**config.mk**
```make
export PLATFORM = sky130hd
export DESIGN_NAME = mux_bus_processor_port
export DESIGN_NICKNAME = d
export VERILOG_FILES = /design/src/hw/mbp_pkg.sv /design/src/hw/id_capture.sv /design/src/hw/mux_bus_processor_port.sv
export VERILOG_INCLUDE_DIRS = /design/src /design/src/hw
export SDC_FILE = /design/constraint.sdc
export NUM_CORES = 1
export LEC_CHECK = 0
export CAP_MARGIN = 0
export CORE_MARGIN = 4
export CORE_UTILIZATION = 45
export DETAILED_ROUTE_END_ITERATION = 8
export DONT_BUFFER_PORTS = 1
export SLEW_MARGIN = 10
export SYNTH_ARGS = -nofsm -noshare
export SYNTH_HDL_FRONTEND = slang
export SYNTH_HIERARCHICAL = 1
export SYNTH_SLANG_ARGS = --single-unit
```
**constraint.sdc**
```tcl
create_clock -name core_clk -period 6.4 [get_ports core_clk]
set_clock_uncertainty 0.1 [all_clocks]
set_input_delay 1.28 -clock core_clk [delete_from_list [all_inputs] [get_ports core_clk]]
set_output_delay 1.28 -clock core_clk [all_outputs]
set_load 0.1 [all_outputs]
```
**src/hw/mbp_map.svh**
```systemverilog
`ifndef MBP_MAP_SVH
`define MBP_MAP_SVH

// Word addresses seen on AD[6:1]
`define CAP_BASE      6'h30
`define CAP_LAST      6'h3c
`define BUF_PORT      6'h3f

// Capture window indices, relative to CAP_BASE
`define CAP_BLK_LO    4'h8
`define CAP_BLK_HI    4'h9
`define CAP_BUFF_LO   4'ha
`define CAP_BUFF_HI   4'hb
`define CAP_STAT      4'hc

// Capture status bit positions
`define STAT_FULL_BIT 0
`define STAT_ARM_BIT  1

// Reset values
`define STROBE_IDLE   3'h7
`define SEL_IDLE      2'h0
`define ADDR_RST      6'h00
`define DATA_RST      8'h00

`endif

```
**src/hw/mbp_pkg.sv**
```systemverilog
`default_nettype none

package mbp_pkg;

  // Access sequencing of the processor port
  typedef enum logic [2:0] {
    ST_IDLE,
    ST_REG_RD,
    ST_BUF_WAIT,
    ST_DRIVE,
    ST_WR_HOLD
  } port_state_t;

  // Where a latched address points
  typedef enum logic [1:0] {
    TGT_REG,
    TGT_CAP,
    TGT_BUF
  } target_t;

endpackage

`default_nettype wire

```
**src/hw/id_capture.sv**
```systemverilog
`include "mbp_map.svh"
`default_nettype none

module id_capture #(
  parameter int ID_BYTES = 4
) (
  input  wire logic       core_clk,      // Core clock
  input  wire logic       nrst,          // Async reset, active low
  input  wire logic       id_byte_valid, // ID byte from disk side
  input  wire logic [7:0] id_byte,       // ID byte value
  input  wire logic       id_done,       // End of ID field
  input  wire logic       id_crc_good,   // ID CRC check result
  input  wire logic       cnt_update,    // Snapshot strobe for counts
  input  wire logic [15:0] block_count,  // Live external block count
  input  wire logic [15:0] buff_count,   // Live buffer count
  input  wire logic       wr_en,         // Processor write pulse
  input  wire logic [7:0] wr_data,       // Processor write data
  input  wire logic [3:0] rd_index,      // Window index
  output logic      [7:0] rd_data,       // Window read data
  output logic            id_full        // Complete good ID held
);
  import mbp_pkg::*;

  if (ID_BYTES < 1 || ID_BYTES > 8) begin : g_chk
    $error("id_capture: ID_BYTES must be 1 to 8");
  end

  typedef struct packed {
    logic [ID_BYTES-1:0][7:0] id;
    logic [3:0]               wp;
    logic                     armed;
    logic                     full;
    logic [15:0]              blk;
    logic [15:0]              bcnt;
  } cap_regs_t;

  localparam cap_regs_t CAP_RST = '{armed: 1'b1, default: '0};
  localparam logic [3:0] ID_LEN = 4'(ID_BYTES);

  cap_regs_t s_q;
  cap_regs_t s_d;

  // Capture, snapshot and processor control; a new ID beats a clear
  always_comb
  begin
    s_d = s_q;
    if (wr_en && rd_index == `CAP_STAT)
    begin
      if (wr_data[`STAT_FULL_BIT])
        s_d.full = 1'b0;
      if (wr_data[`STAT_ARM_BIT])
      begin
        s_d.armed = 1'b1;
        s_d.wp    = 4'h0;
      end
    end
    if (s_q.armed && id_byte_valid && s_q.wp < ID_LEN)
    begin
      s_d.id[s_q.wp] = id_byte;
      s_d.wp         = s_q.wp + 4'h1;
    end
    if (s_q.armed && id_done)
    begin
      // A bad CRC restarts the fill so stale bytes never look complete
      if (id_crc_good)
      begin
        s_d.full  = 1'b1;
        s_d.armed = 1'b0;
      end
      else
        s_d.wp = 4'h0;
    end
    if (cnt_update)
    begin
      s_d.blk  = block_count;
      s_d.bcnt = buff_count;
    end
  end

  // State register
  always_ff @(posedge core_clk or negedge nrst)
  begin
    if (!nrst)
      s_q <= CAP_RST;
    else
      s_q <= s_d;
  end

  // Read window
  always_comb
  begin
    rd_data = 8'h00;
    if (rd_index < ID_LEN)
      rd_data = s_q.id[rd_index];
    else if (rd_index == `CAP_BLK_LO)
      rd_data = s_q.blk[7:0];
    else if (rd_index == `CAP_BLK_HI)
      rd_data = s_q.blk[15:8];
    else if (rd_index == `CAP_BUFF_LO)
      rd_data = s_q.bcnt[7:0];
    else if (rd_index == `CAP_BUFF_HI)
      rd_data = s_q.bcnt[15:8];
    else if (rd_index == `CAP_STAT)
      rd_data = {6'h00, s_q.armed, s_q.full};
  end

  assign id_full = s_q.full;
endmodule // id_capture

`default_nettype wire

```
**src/hw/mux_bus_processor_port.sv**
```systemverilog
// Functional notes
// - Address on AD[6:1] latched into the address latch when ALE pulses.
// - After address, data on AD[7:0] stored into latched register on write.
// - On read strobe the addressed register drives AD[7:0] while active.
// - Register accesses finish in one bus cycle, no wait states.
// - Indirect mode loads the address register before any data access.
// - Four interrupt outputs: three general lines plus buffer transfer line.
// - ID and count capture registers stay updated during skip-mask transfers.
`include "mbp_map.svh"
`default_nettype none

module mux_bus_processor_port #(
  parameter int ID_BYTES = 4
) (
  input  wire logic        core_clk,         // Core clock, 200 MHz
  input  wire logic        nrst,             // Async reset, active low
  input  wire logic [7:0]  ad_in,            // AD pins, input side
  output logic      [7:0]  ad_out,           // AD pins, output side
  output logic             ad_oe_n,          // AD drive enable, low drives
  input  wire logic        ale,              // Address latch strobe
  input  wire logic        cs_n,             // Chip select, active low
  input  wire logic        write_data_strobe_n, // Write strobe, low
  input  wire logic        read_data_strobe_n,  // Read strobe, low
  input  wire logic        indirect_mode,    // No-ALE addressing
  input  wire logic        indirect_data_sel, // 0 address, 1 data
  output logic             access_wait_ready, // Low extends strobe
  output logic      [5:0]  reg_addr,         // Internal register address
  output logic      [7:0]  reg_wdata,        // Internal write data
  output logic             reg_wr,           // Internal write pulse
  output logic             reg_rd,           // Internal read pulse
  input  wire logic [7:0]  reg_rdata,        // Read data, same cycle as reg_rd
  output logic             buf_wr,           // Buffer write pulse
  output logic             buf_rd,           // Buffer read request
  input  wire logic        buf_ack,          // Buffer slot or data ready
  input  wire logic [7:0]  buf_rdata,        // Buffer read data
  input  wire logic [2:0]  irq_src,          // Internal interrupt events
  input  wire logic        buf_xfer_src,     // Buffer transfer event
  output logic      [2:0]  interrupt_outputs, // Interrupt lines
  output logic             buffer_transfer_irq, // Buffer transfer line
  input  wire logic        id_byte_valid,    // ID byte from disk side
  input  wire logic [7:0]  id_byte,          // ID byte value
  input  wire logic        id_done,          // End of ID field
  input  wire logic        id_crc_good,      // ID CRC good
  input  wire logic        cnt_update,       // Count snapshot strobe
  input  wire logic [15:0] block_count,      // External block count
  input  wire logic [15:0] buff_count        // Buffer count
);
  import mbp_pkg::*;

  typedef struct packed {
    logic [2:0]  ale_s;
    logic [2:0]  wr_s;
    logic [2:0]  rd_s;
    logic [2:0]  cs_s;
    logic [1:0]  ind_s;
    logic [1:0]  sel_s;
    logic [7:0]  ad_s1;
    logic [7:0]  ad_s2;
    logic [5:0]  addr;
    port_state_t st;
    logic        is_wr;
    logic [7:0]  dout;
    logic        drive;
    logic        ready;
    logic        reg_wr;
    logic        reg_rd;
    logic        buf_wr;
    logic        buf_rd;
    logic        cap_wr;
    logic [7:0]  wdata;
    logic [2:0]  irq;
    logic        btf;
  } port_regs_t;

  localparam port_regs_t PORT_RST = '{
    wr_s: `STROBE_IDLE, rd_s: `STROBE_IDLE, cs_s: `STROBE_IDLE,
    ind_s: `SEL_IDLE, sel_s: `SEL_IDLE, addr: `ADDR_RST,
    dout: `DATA_RST, wdata: `DATA_RST, st: ST_IDLE, ready: 1'b1,
    default: '0};

  // Decode a word address into its target
  function automatic target_t decode(input logic [5:0] a);
    if (a == `BUF_PORT)
      return TGT_BUF;
    else if (a >= `CAP_BASE && a <= `CAP_LAST)
      return TGT_CAP;
    else
      return TGT_REG;
  endfunction

  port_regs_t s_q;
  port_regs_t s_d;
  logic [7:0] cap_rdata;
  logic       id_full;
  logic [5:0] cap_off;
  logic       ale_fall;
  logic       wr_fall;
  logic       wr_rise;
  logic       rd_fall;
  logic       cs_act;
  logic       ind;
  logic       data_phase;
  target_t    tgt;

  // Edges use the second and third sync stages only
  assign ale_fall   = s_q.ale_s[2] & ~s_q.ale_s[1];
  assign wr_fall    = s_q.wr_s[2] & ~s_q.wr_s[1];
  assign wr_rise    = ~s_q.wr_s[2] & s_q.wr_s[1];
  assign rd_fall    = s_q.rd_s[2] & ~s_q.rd_s[1];
  assign cs_act     = ~s_q.cs_s[1];
  assign ind        = s_q.ind_s[1];
  assign data_phase = ~ind | s_q.sel_s[1];
  assign tgt        = decode(s_q.addr);
  assign cap_off    = s_q.addr - `CAP_BASE;

  id_capture #(
    .ID_BYTES (ID_BYTES)
  ) u_cap (
    .core_clk      (core_clk),
    .nrst          (nrst),
    .id_byte_valid (id_byte_valid),
    .id_byte       (id_byte),
    .id_done       (id_done),
    .id_crc_good   (id_crc_good),
    .cnt_update    (cnt_update),
    .block_count   (block_count),
    .buff_count    (buff_count),
    .wr_en         (s_q.cap_wr),
    .wr_data       (s_q.wdata),
    .rd_index      (cap_off[3:0]),
    .rd_data       (cap_rdata),
    .id_full       (id_full)
  );

  // Synchronisers, address latch and access sequencing
  always_comb
  begin
    s_d        = s_q;
    s_d.reg_wr = 1'b0;
    s_d.reg_rd = 1'b0;
    s_d.buf_wr = 1'b0;
    s_d.buf_rd = 1'b0;
    s_d.cap_wr = 1'b0;
    s_d.ale_s  = {s_q.ale_s[1:0], ale};
    s_d.wr_s   = {s_q.wr_s[1:0], write_data_strobe_n};
    s_d.rd_s   = {s_q.rd_s[1:0], read_data_strobe_n};
    s_d.cs_s   = {s_q.cs_s[1:0], cs_n};
    s_d.ind_s  = {s_q.ind_s[0], indirect_mode};
    s_d.sel_s  = {s_q.sel_s[0], indirect_data_sel};
    s_d.ad_s1  = ad_in;
    s_d.ad_s2  = s_q.ad_s1;
    // ID full is folded into line 0 so capture needs no extra pin
    s_d.irq    = {irq_src[2:1], irq_src[0] | id_full};
    s_d.btf    = buf_xfer_src;
    if (!ind && ale_fall)
      s_d.addr = s_q.ad_s2[6:1];
    case (s_q.st)
      ST_IDLE:
      begin
        if (cs_act && rd_fall && data_phase)
        begin
          s_d.is_wr = 1'b0;
          if (tgt == TGT_BUF)
          begin
            s_d.buf_rd = 1'b1;
            s_d.ready  = 1'b0;
            s_d.st     = ST_BUF_WAIT;
          end
          else if (tgt == TGT_CAP)
          begin
            s_d.dout  = cap_rdata;
            s_d.drive = 1'b1;
            s_d.st    = ST_DRIVE;
          end
          else
          begin
            s_d.reg_rd = 1'b1;
            s_d.st     = ST_REG_RD;
          end
        end
        else if (cs_act && wr_fall && data_phase && tgt == TGT_BUF)
        begin
          s_d.is_wr = 1'b1;
          s_d.ready = 1'b0;
          s_d.st    = ST_BUF_WAIT;
        end
        else if (cs_act && wr_rise)
        begin
          if (ind && !s_q.sel_s[1])
            s_d.addr = s_q.ad_s2[6:1];
          else
          begin
            s_d.wdata  = s_q.ad_s2;
            s_d.reg_wr = (tgt == TGT_REG);
            s_d.cap_wr = (tgt == TGT_CAP);
          end
        end
      end
      ST_REG_RD:
      begin
        s_d.dout  = reg_rdata;
        s_d.drive = 1'b1;
        s_d.st    = ST_DRIVE;
      end
      ST_BUF_WAIT:
      begin
        // Processor is held here; the strobe cannot end before ready
        if (buf_ack)
        begin
          s_d.ready = 1'b1;
          if (s_q.is_wr)
            s_d.st = ST_WR_HOLD;
          else
          begin
            s_d.dout  = buf_rdata;
            s_d.drive = 1'b1;
            s_d.st    = ST_DRIVE;
          end
        end
      end
      ST_DRIVE:
      begin
        // Level test, so a short strobe seen in REG_RD is not missed
        if (s_q.rd_s[1])
        begin
          s_d.drive = 1'b0;
          s_d.st    = ST_IDLE;
        end
      end
      ST_WR_HOLD:
      begin
        if (s_q.wr_s[1])
        begin
          s_d.wdata  = s_q.ad_s2;
          s_d.buf_wr = 1'b1;
          s_d.st     = ST_IDLE;
        end
      end
      default:
        s_d.st = ST_IDLE;
    endcase
  end

  // State register
  always_ff @(posedge core_clk or negedge nrst)
  begin
    if (!nrst)
      s_q <= PORT_RST;
    else
      s_q <= s_d;
  end

  assign ad_out              = s_q.dout;
  assign ad_oe_n             = ~s_q.drive;
  assign access_wait_ready   = s_q.ready;
  assign reg_addr            = s_q.addr;
  assign reg_wdata           = s_q.wdata;
  assign reg_wr              = s_q.reg_wr;
  assign reg_rd              = s_q.reg_rd;
  assign buf_wr              = s_q.buf_wr;
  assign buf_rd              = s_q.buf_rd;
  assign interrupt_outputs   = s_q.irq;
  assign buffer_transfer_irq = s_q.btf;
endmodule // mux_bus_processor_port

`default_nettype wire

```
# Word level (Yosys, flattened, before mapping)
# Index checks and enable logic that the tools add are counted.
[totals]
elab_cells = 173
regBits = 138
inputBits = 81
out_inout_bits = 32
[op_classes]
n_eq_ne = 25
n_reduce_logical = 29
bitwise_logic = 13
n_mux = 66
magnitude_cmp = 7
addsub = 2
[op_table]
columns = ["operator", "n"]
rows = [
  ["2-to-1 mux 9 bit", 8],
  ["2-to-1 mux 8 bit", 8],
  ["2-to-1 mux 6 bit", 8],
  ["bitwise mux 32 bit", 1],
  ["one-hot mux 8 bit (3 select lines)", 1],
  ["inequality test 2 bit, second input constant", 11],
  ["== test 4 bit, second input constant", 5],
  ["2-to-1 mux 1 bit", 17],
  ["binary-select mux 8 bit (select 2 bit)", 1],
  ["demux 8 bit (select 2 bit)", 1],
  ["< comparator 4 x 3 -> 1 bit, second input constant", 4],
  ["2-to-1 mux 4 bit", 4],
  ["one-hot mux 8 bit (2 select lines)", 1],
  ["2-to-1 mux 3 bit", 5],
  ["one-hot mux 3 bit (5 select lines)", 1],
  ["logical AND 1 bit", 14],
  ["2-to-1 mux 2 bit", 6],
  ["AND reduction 6 bit", 2],
  ["2-to-1 mux 10 bit", 1],
  ["AND reduction 4 bit", 2],
  ["inverter 1 bit", 7],
  ["AND reduction 7 bit", 1],
  ["== test 3 x 2 -> 1 bit, second input constant", 2],
  ["== test 6 bit, second input constant", 1],
  ["22 further kinds", 30],
]

# Longest topological paths before layout
[depth]
depth_word = 12
depth_mapped = 11

# Hierarchy
# Netlist, hierarchy kept.
[modules_own_cells]
columns = ["module", "area_each_um2", "instances", "cells_per_inst"]
rows = [
  ["id_capture", 3357.0, 1, 251],
  ["mux_bus_processor_port", 2859.0, 1, 245],
]

# Worst setup path before layout
# No wires, ideal clock.
[synth_path]
path_kind = "input -> register"
from = "in buf_ack"
to = "reg s_q, in the netlist ad_out[0]"
path_slack_ns = 3.917
stages = 4
path_buffers = 0
arrival_ns = 2.258
path_cell_list = "nor3b_1 > mux2i_1 > a21oi_4 > mux2_2"
[synth_via]
elab_chain_cells = 2
[synth_lines]
columns = ["element", "line", "source"]
rows = [
  ["start: declaration", "mux_bus_processor_port.sv:34", "input wire logic buf_ack,"],
  ["inequality test 2 bit (no source line)", "--", ""],
  ["AND reduction 6 bit (no source line)", "--", ""],
  ["end signal: assignment", "mux_bus_processor_port.sv:248", "s_q <= PORT_RST;"],
  ["end signal: assignment", "mux_bus_processor_port.sv:250", "s_q <= s_d;"],
  ["end: declaration", "mux_bus_processor_port.sv:91", "port_regs_t s_q;"],
]
# Every way passes these cells.
# A chain may end at the register's enable or synchronous reset.

# Final worst setup path
[layout_path]
from = "reg s_q, in the netlist reg_addr[0]"
to = "reg s_q, in the netlist ad_out[1]"
[layout_via]
elab_chain_cells = 12
word_cells_on_any_way = 30
cone_classes = "add/sub: 1; order compare: 3; eq/ne: 10; mux: 14; reduce/logical: 2"
[layout_lines]
columns = ["element", "line", "source"]
rows = [
  ["subtractor 4 x 1 -> 4 bit (no source line) (*)", "--", ""],
  ["== test 4 bit (no source line)", "--", ""],
  ["2-to-1 mux 2 bit", "id_capture.sv:103", "else if (rd_index == `CAP_STAT)"],
  ["2-to-1 mux 8 bit", "id_capture.sv:101", "else if (rd_index == `CAP_BUFF_HI)"],
  ["2-to-1 mux 8 bit", "id_capture.sv:99", "else if (rd_index == `CAP_BUFF_LO)"],
  ["2-to-1 mux 8 bit", "id_capture.sv:97", "else if (rd_index == `CAP_BLK_HI)"],
  ["2-to-1 mux 8 bit", "id_capture.sv:95", "else if (rd_index == `CAP_BLK_LO)"],
  ["2-to-1 mux 8 bit (*)", "id_capture.sv:93", "if (rd_index < ID_LEN)"],
  ["net cap_rdata[1]", "mux_bus_processor_port.sv:93", "logic [7:0] cap_rdata;"],
  ["2-to-1 mux 9 bit (*)", "mux_bus_processor_port.sv:169", "else if (tgt == TGT_CAP)"],
  ["2-to-1 mux 9 bit (*)", "mux_bus_processor_port.sv:163", "if (tgt == TGT_BUF)"],
  ["2-to-1 mux 9 bit (*)", "mux_bus_processor_port.sv:160", "if (cs_act && rd_fall && data_phase)"],
  ["one-hot mux 8 bit (3 select lines) (*)", "mux_bus_processor_port.sv:157", "case (s_q.st)"],
]
# Mark *: on every way through the listed nets, which the timed path passes. The rest lies on a longest branch. The select of a mux whose other input is x is not followed.

==> flow_metrics.tcl <==
set metrics [dict create \
    io_pins 113 \
    hpwl_um 9290 \
    cts_buffer_depth 2 \
    io_buffers 0 \
    finalCritPeriodShare_pct 50.2 \
    p_total_w 0.00304 \
    worst-slew-pin-transition_ps 974 \
    final_cell_mix "dfrtp_1 (126), mux2_2 (83), nor2_1 (36)" \
    drt-pass1-iter-count 5 \
    n_fill_cell 1178 \
    synth_edf_count 0 \
    yosys_warnings 6 \
    syn-cell-area_um2 6220 \
    clock_latency_ps 420 \
    cts_sinks 138 \
    chipWidth_um 126 \
    dieArea_um2 15800 \
    vias_per_cell 5.67 \
    final_common_cell "dfrtp_1" \
    crit_type "reg -> reg" \
    end_kind "flop" \
    avgSynthCellArea_um2 12.5 \
    post_cts_resized 0 \
    ant_nets 0 \
    grt_setup_unrepaired "false" \
    synth_cells 496 \
    ir_drop_mv 0.219 \
    status "complete, no violations" \
    ys_ff_latch 138 \
    ys.flop_type "dfrtp_1" \
    grt_pass1_vias 3890 \
    hp-class "reg -> reg" \
    cts_buffers 17 \
    maxSlewViolCount 0 \
    grt_pass1_wl_um 22000 \
    finalSetupViolCount 0 \
    timing.fmax_mhz 312 \
    drive_gt1_share_pct 31.2 \
    hold_buffers 0 \
    required_ps 6600 \
    synthArstFlopShare_pct 100 \
    finalNetCount 553 \
    startpoint_type "flop" \
    grt-ovfl-total 0 \
    antenna_found_initial 2 \
    initial_core_util_pct 46.4 \
    hold_viol 0 \
    fin_area_um2 6740 \
    place_congestion 0.824 \
    synth_area_leaders "dfrtp_1 (52%), mux2_2 (15%), dfstp_2 (4.2%)" \
    powerDensity_nw_per_um2 451 \
    cts_root_buffer "clkbuf_16" \
    num_rows 42 \
    multi_input_area_um2 2380 \
    grt_max_degree 139 \
    core_um2 13400 \
    drtIter0Drc 302 \
    cts.htree.levels 4 \
    yosysSeqAreaShare_pct 55.8 \
    drc 0 \
    vias 3734 \
    routed_wl_um 13600 \
    postCtsSetupBuffers 0 \
    maxSlewHeadroom_pct 35.1 \
    synth_top_area_share_pct 51.5 \
    avgRoutedWirePerCell_um 20.6 \
    layout_min_cycle_time_ps 3210 \
    clkTransAtPathRegs_ps 60 \
    p_leak_nw 2.99 \
    dpl-instance-area_um2 6130 \
    cp.arrival_ps 3410 \
    syn2layout_area_growth_pct 8.43 \
    tns_ps 0 \
    pre_cts_ws_ps 3230 \
    cts_tree "yes" \
    synth_nets 581 \
    regArea_um2 3470 \
    cp_max_fo 37 \
    max-cap-violations 0 \
    worst_slack_ps 3190 \
    ys_types 54 \
    track_usage_pct 17.8 \
    fp.dieH_um 126 \
    yosys.area.top_type "dfrtp_1" \
]
flip-flops by register name, summed over array words and instances (netlist names), 3 cells and up:
| signal | flops |
|---|---|
| u_cap/s_q | 69 |
| s_d | 18 |
| s_q | 18 |
| ad_out | 8 |
| reg_wdata | 8 |
| reg_addr | 6 |
| interrupt_outputs | 3 |
layer usage:
metal	vias up	part of all wire (%)	global-route usage, %
li1	1701	-	-
met5	-	0.096	0
met4	2	0.57	5.29
met2	101	50	28.4
met1	1922	42	22.4
met3	8	6.9	7.08
synthesized netlist by cell type (2+ instances only):
cell      count
nor2_1       36
o22ai_1      14
o21ai_0      11
mux2i_1       6
nand2b_1      2
mux2_1        4
or3_4         2
and3_1        2
nand2_1      23
nand2_4       4
buf_2         7
and4bb_2      2
nand3_1       3
nor3b_1       3
a31o_2        2
ha_1          4
mux4_2        3
a211oi_1      2
a32o_1        2
o211ai_1      3
o22a_1        6
mux4_1        3
nor2b_1       3
dfrtp_1     128
clkbuf_4      3
nor4_1        2
or3_1         9
inv_1         7
buf_6         3
a31oi_1       4
mux2_2       83
dfstp_2      10
a21oi_1      33
clkbuf_1     11
buf_4        26
nor3_1       12
per-stage QoR:
step                instances  util [%]  hold slack (ps)
finish                    658      50.3              246
global route              658      50.3              253
CTS                       657      50.3              250
detailed placement        625      45.7              235
global placement          625      45.7              234
floorplan                 496         -              231
where the power goes:
part	switching [W]	internal, W
Combinational	0.000301	0.000244
Clock	0.000379	0.000627
Sequential	0.000506	0.000983
Total	0.00119	0.00185
cell families after synthesis:
family	count (synthesis)	synth area share (%)
AO/OA/AOI/OAI	86	8.86
XOR/XNOR	1	0.141
adder cells (fa/ha/maj)	4	0.805
buffers and inverters	58	5.94
flip-flops	138	55.8
multiplexers	99	19.1
AND/OR/NAND/NOR	110	9.42
critical path, stage by stage (launching register included):
cell      delay, ps
dfrtp_2         690
buf_4           510
nor2_1          240
and3_1          250
o221ai_1        230
o311ai_0        300
nor2_1          160
a21oi_1          50
o22ai_1         170
a21oi_1          70
mux2_2          300
layout make-up:
type / instances / area share [%]
Sequential cell: 138 / 51.5
Multi-Input combinational cell: 300 / 35.3
Clock buffer: 19 / 6.57
Tap cell: 176 / 3.27
Clock inverter: 13 / 2.51
Timing Repair Buffer: 4 / 0.446
Inverter: 7 / 0.390
Antenna cell: 1 / 0.0371
path summary, 6_finish.rpt:
| path | startpoint | to | slack (ps) | depth (start not counted) |
|---|---|---|---|---|
| worst max register to register | reg_addr[0] | ad_out[1] | 3190 | 10 |
| min in group asynchronous | nrst | s_d[44] | 460 | 0 |
| max in group asynchronous | nrst | s_d[65] | 5480 | 0 |
| worst max-delay path | reg_addr[0] | ad_out[1] | 3190 | 10 |
| worst min-delay path | s_d[43] | s_q[43] | 250 | 0 |
| worst min register to register | s_d[43] | s_q[43] | 250 | 0 |
(Power assumes the default switching activity.)
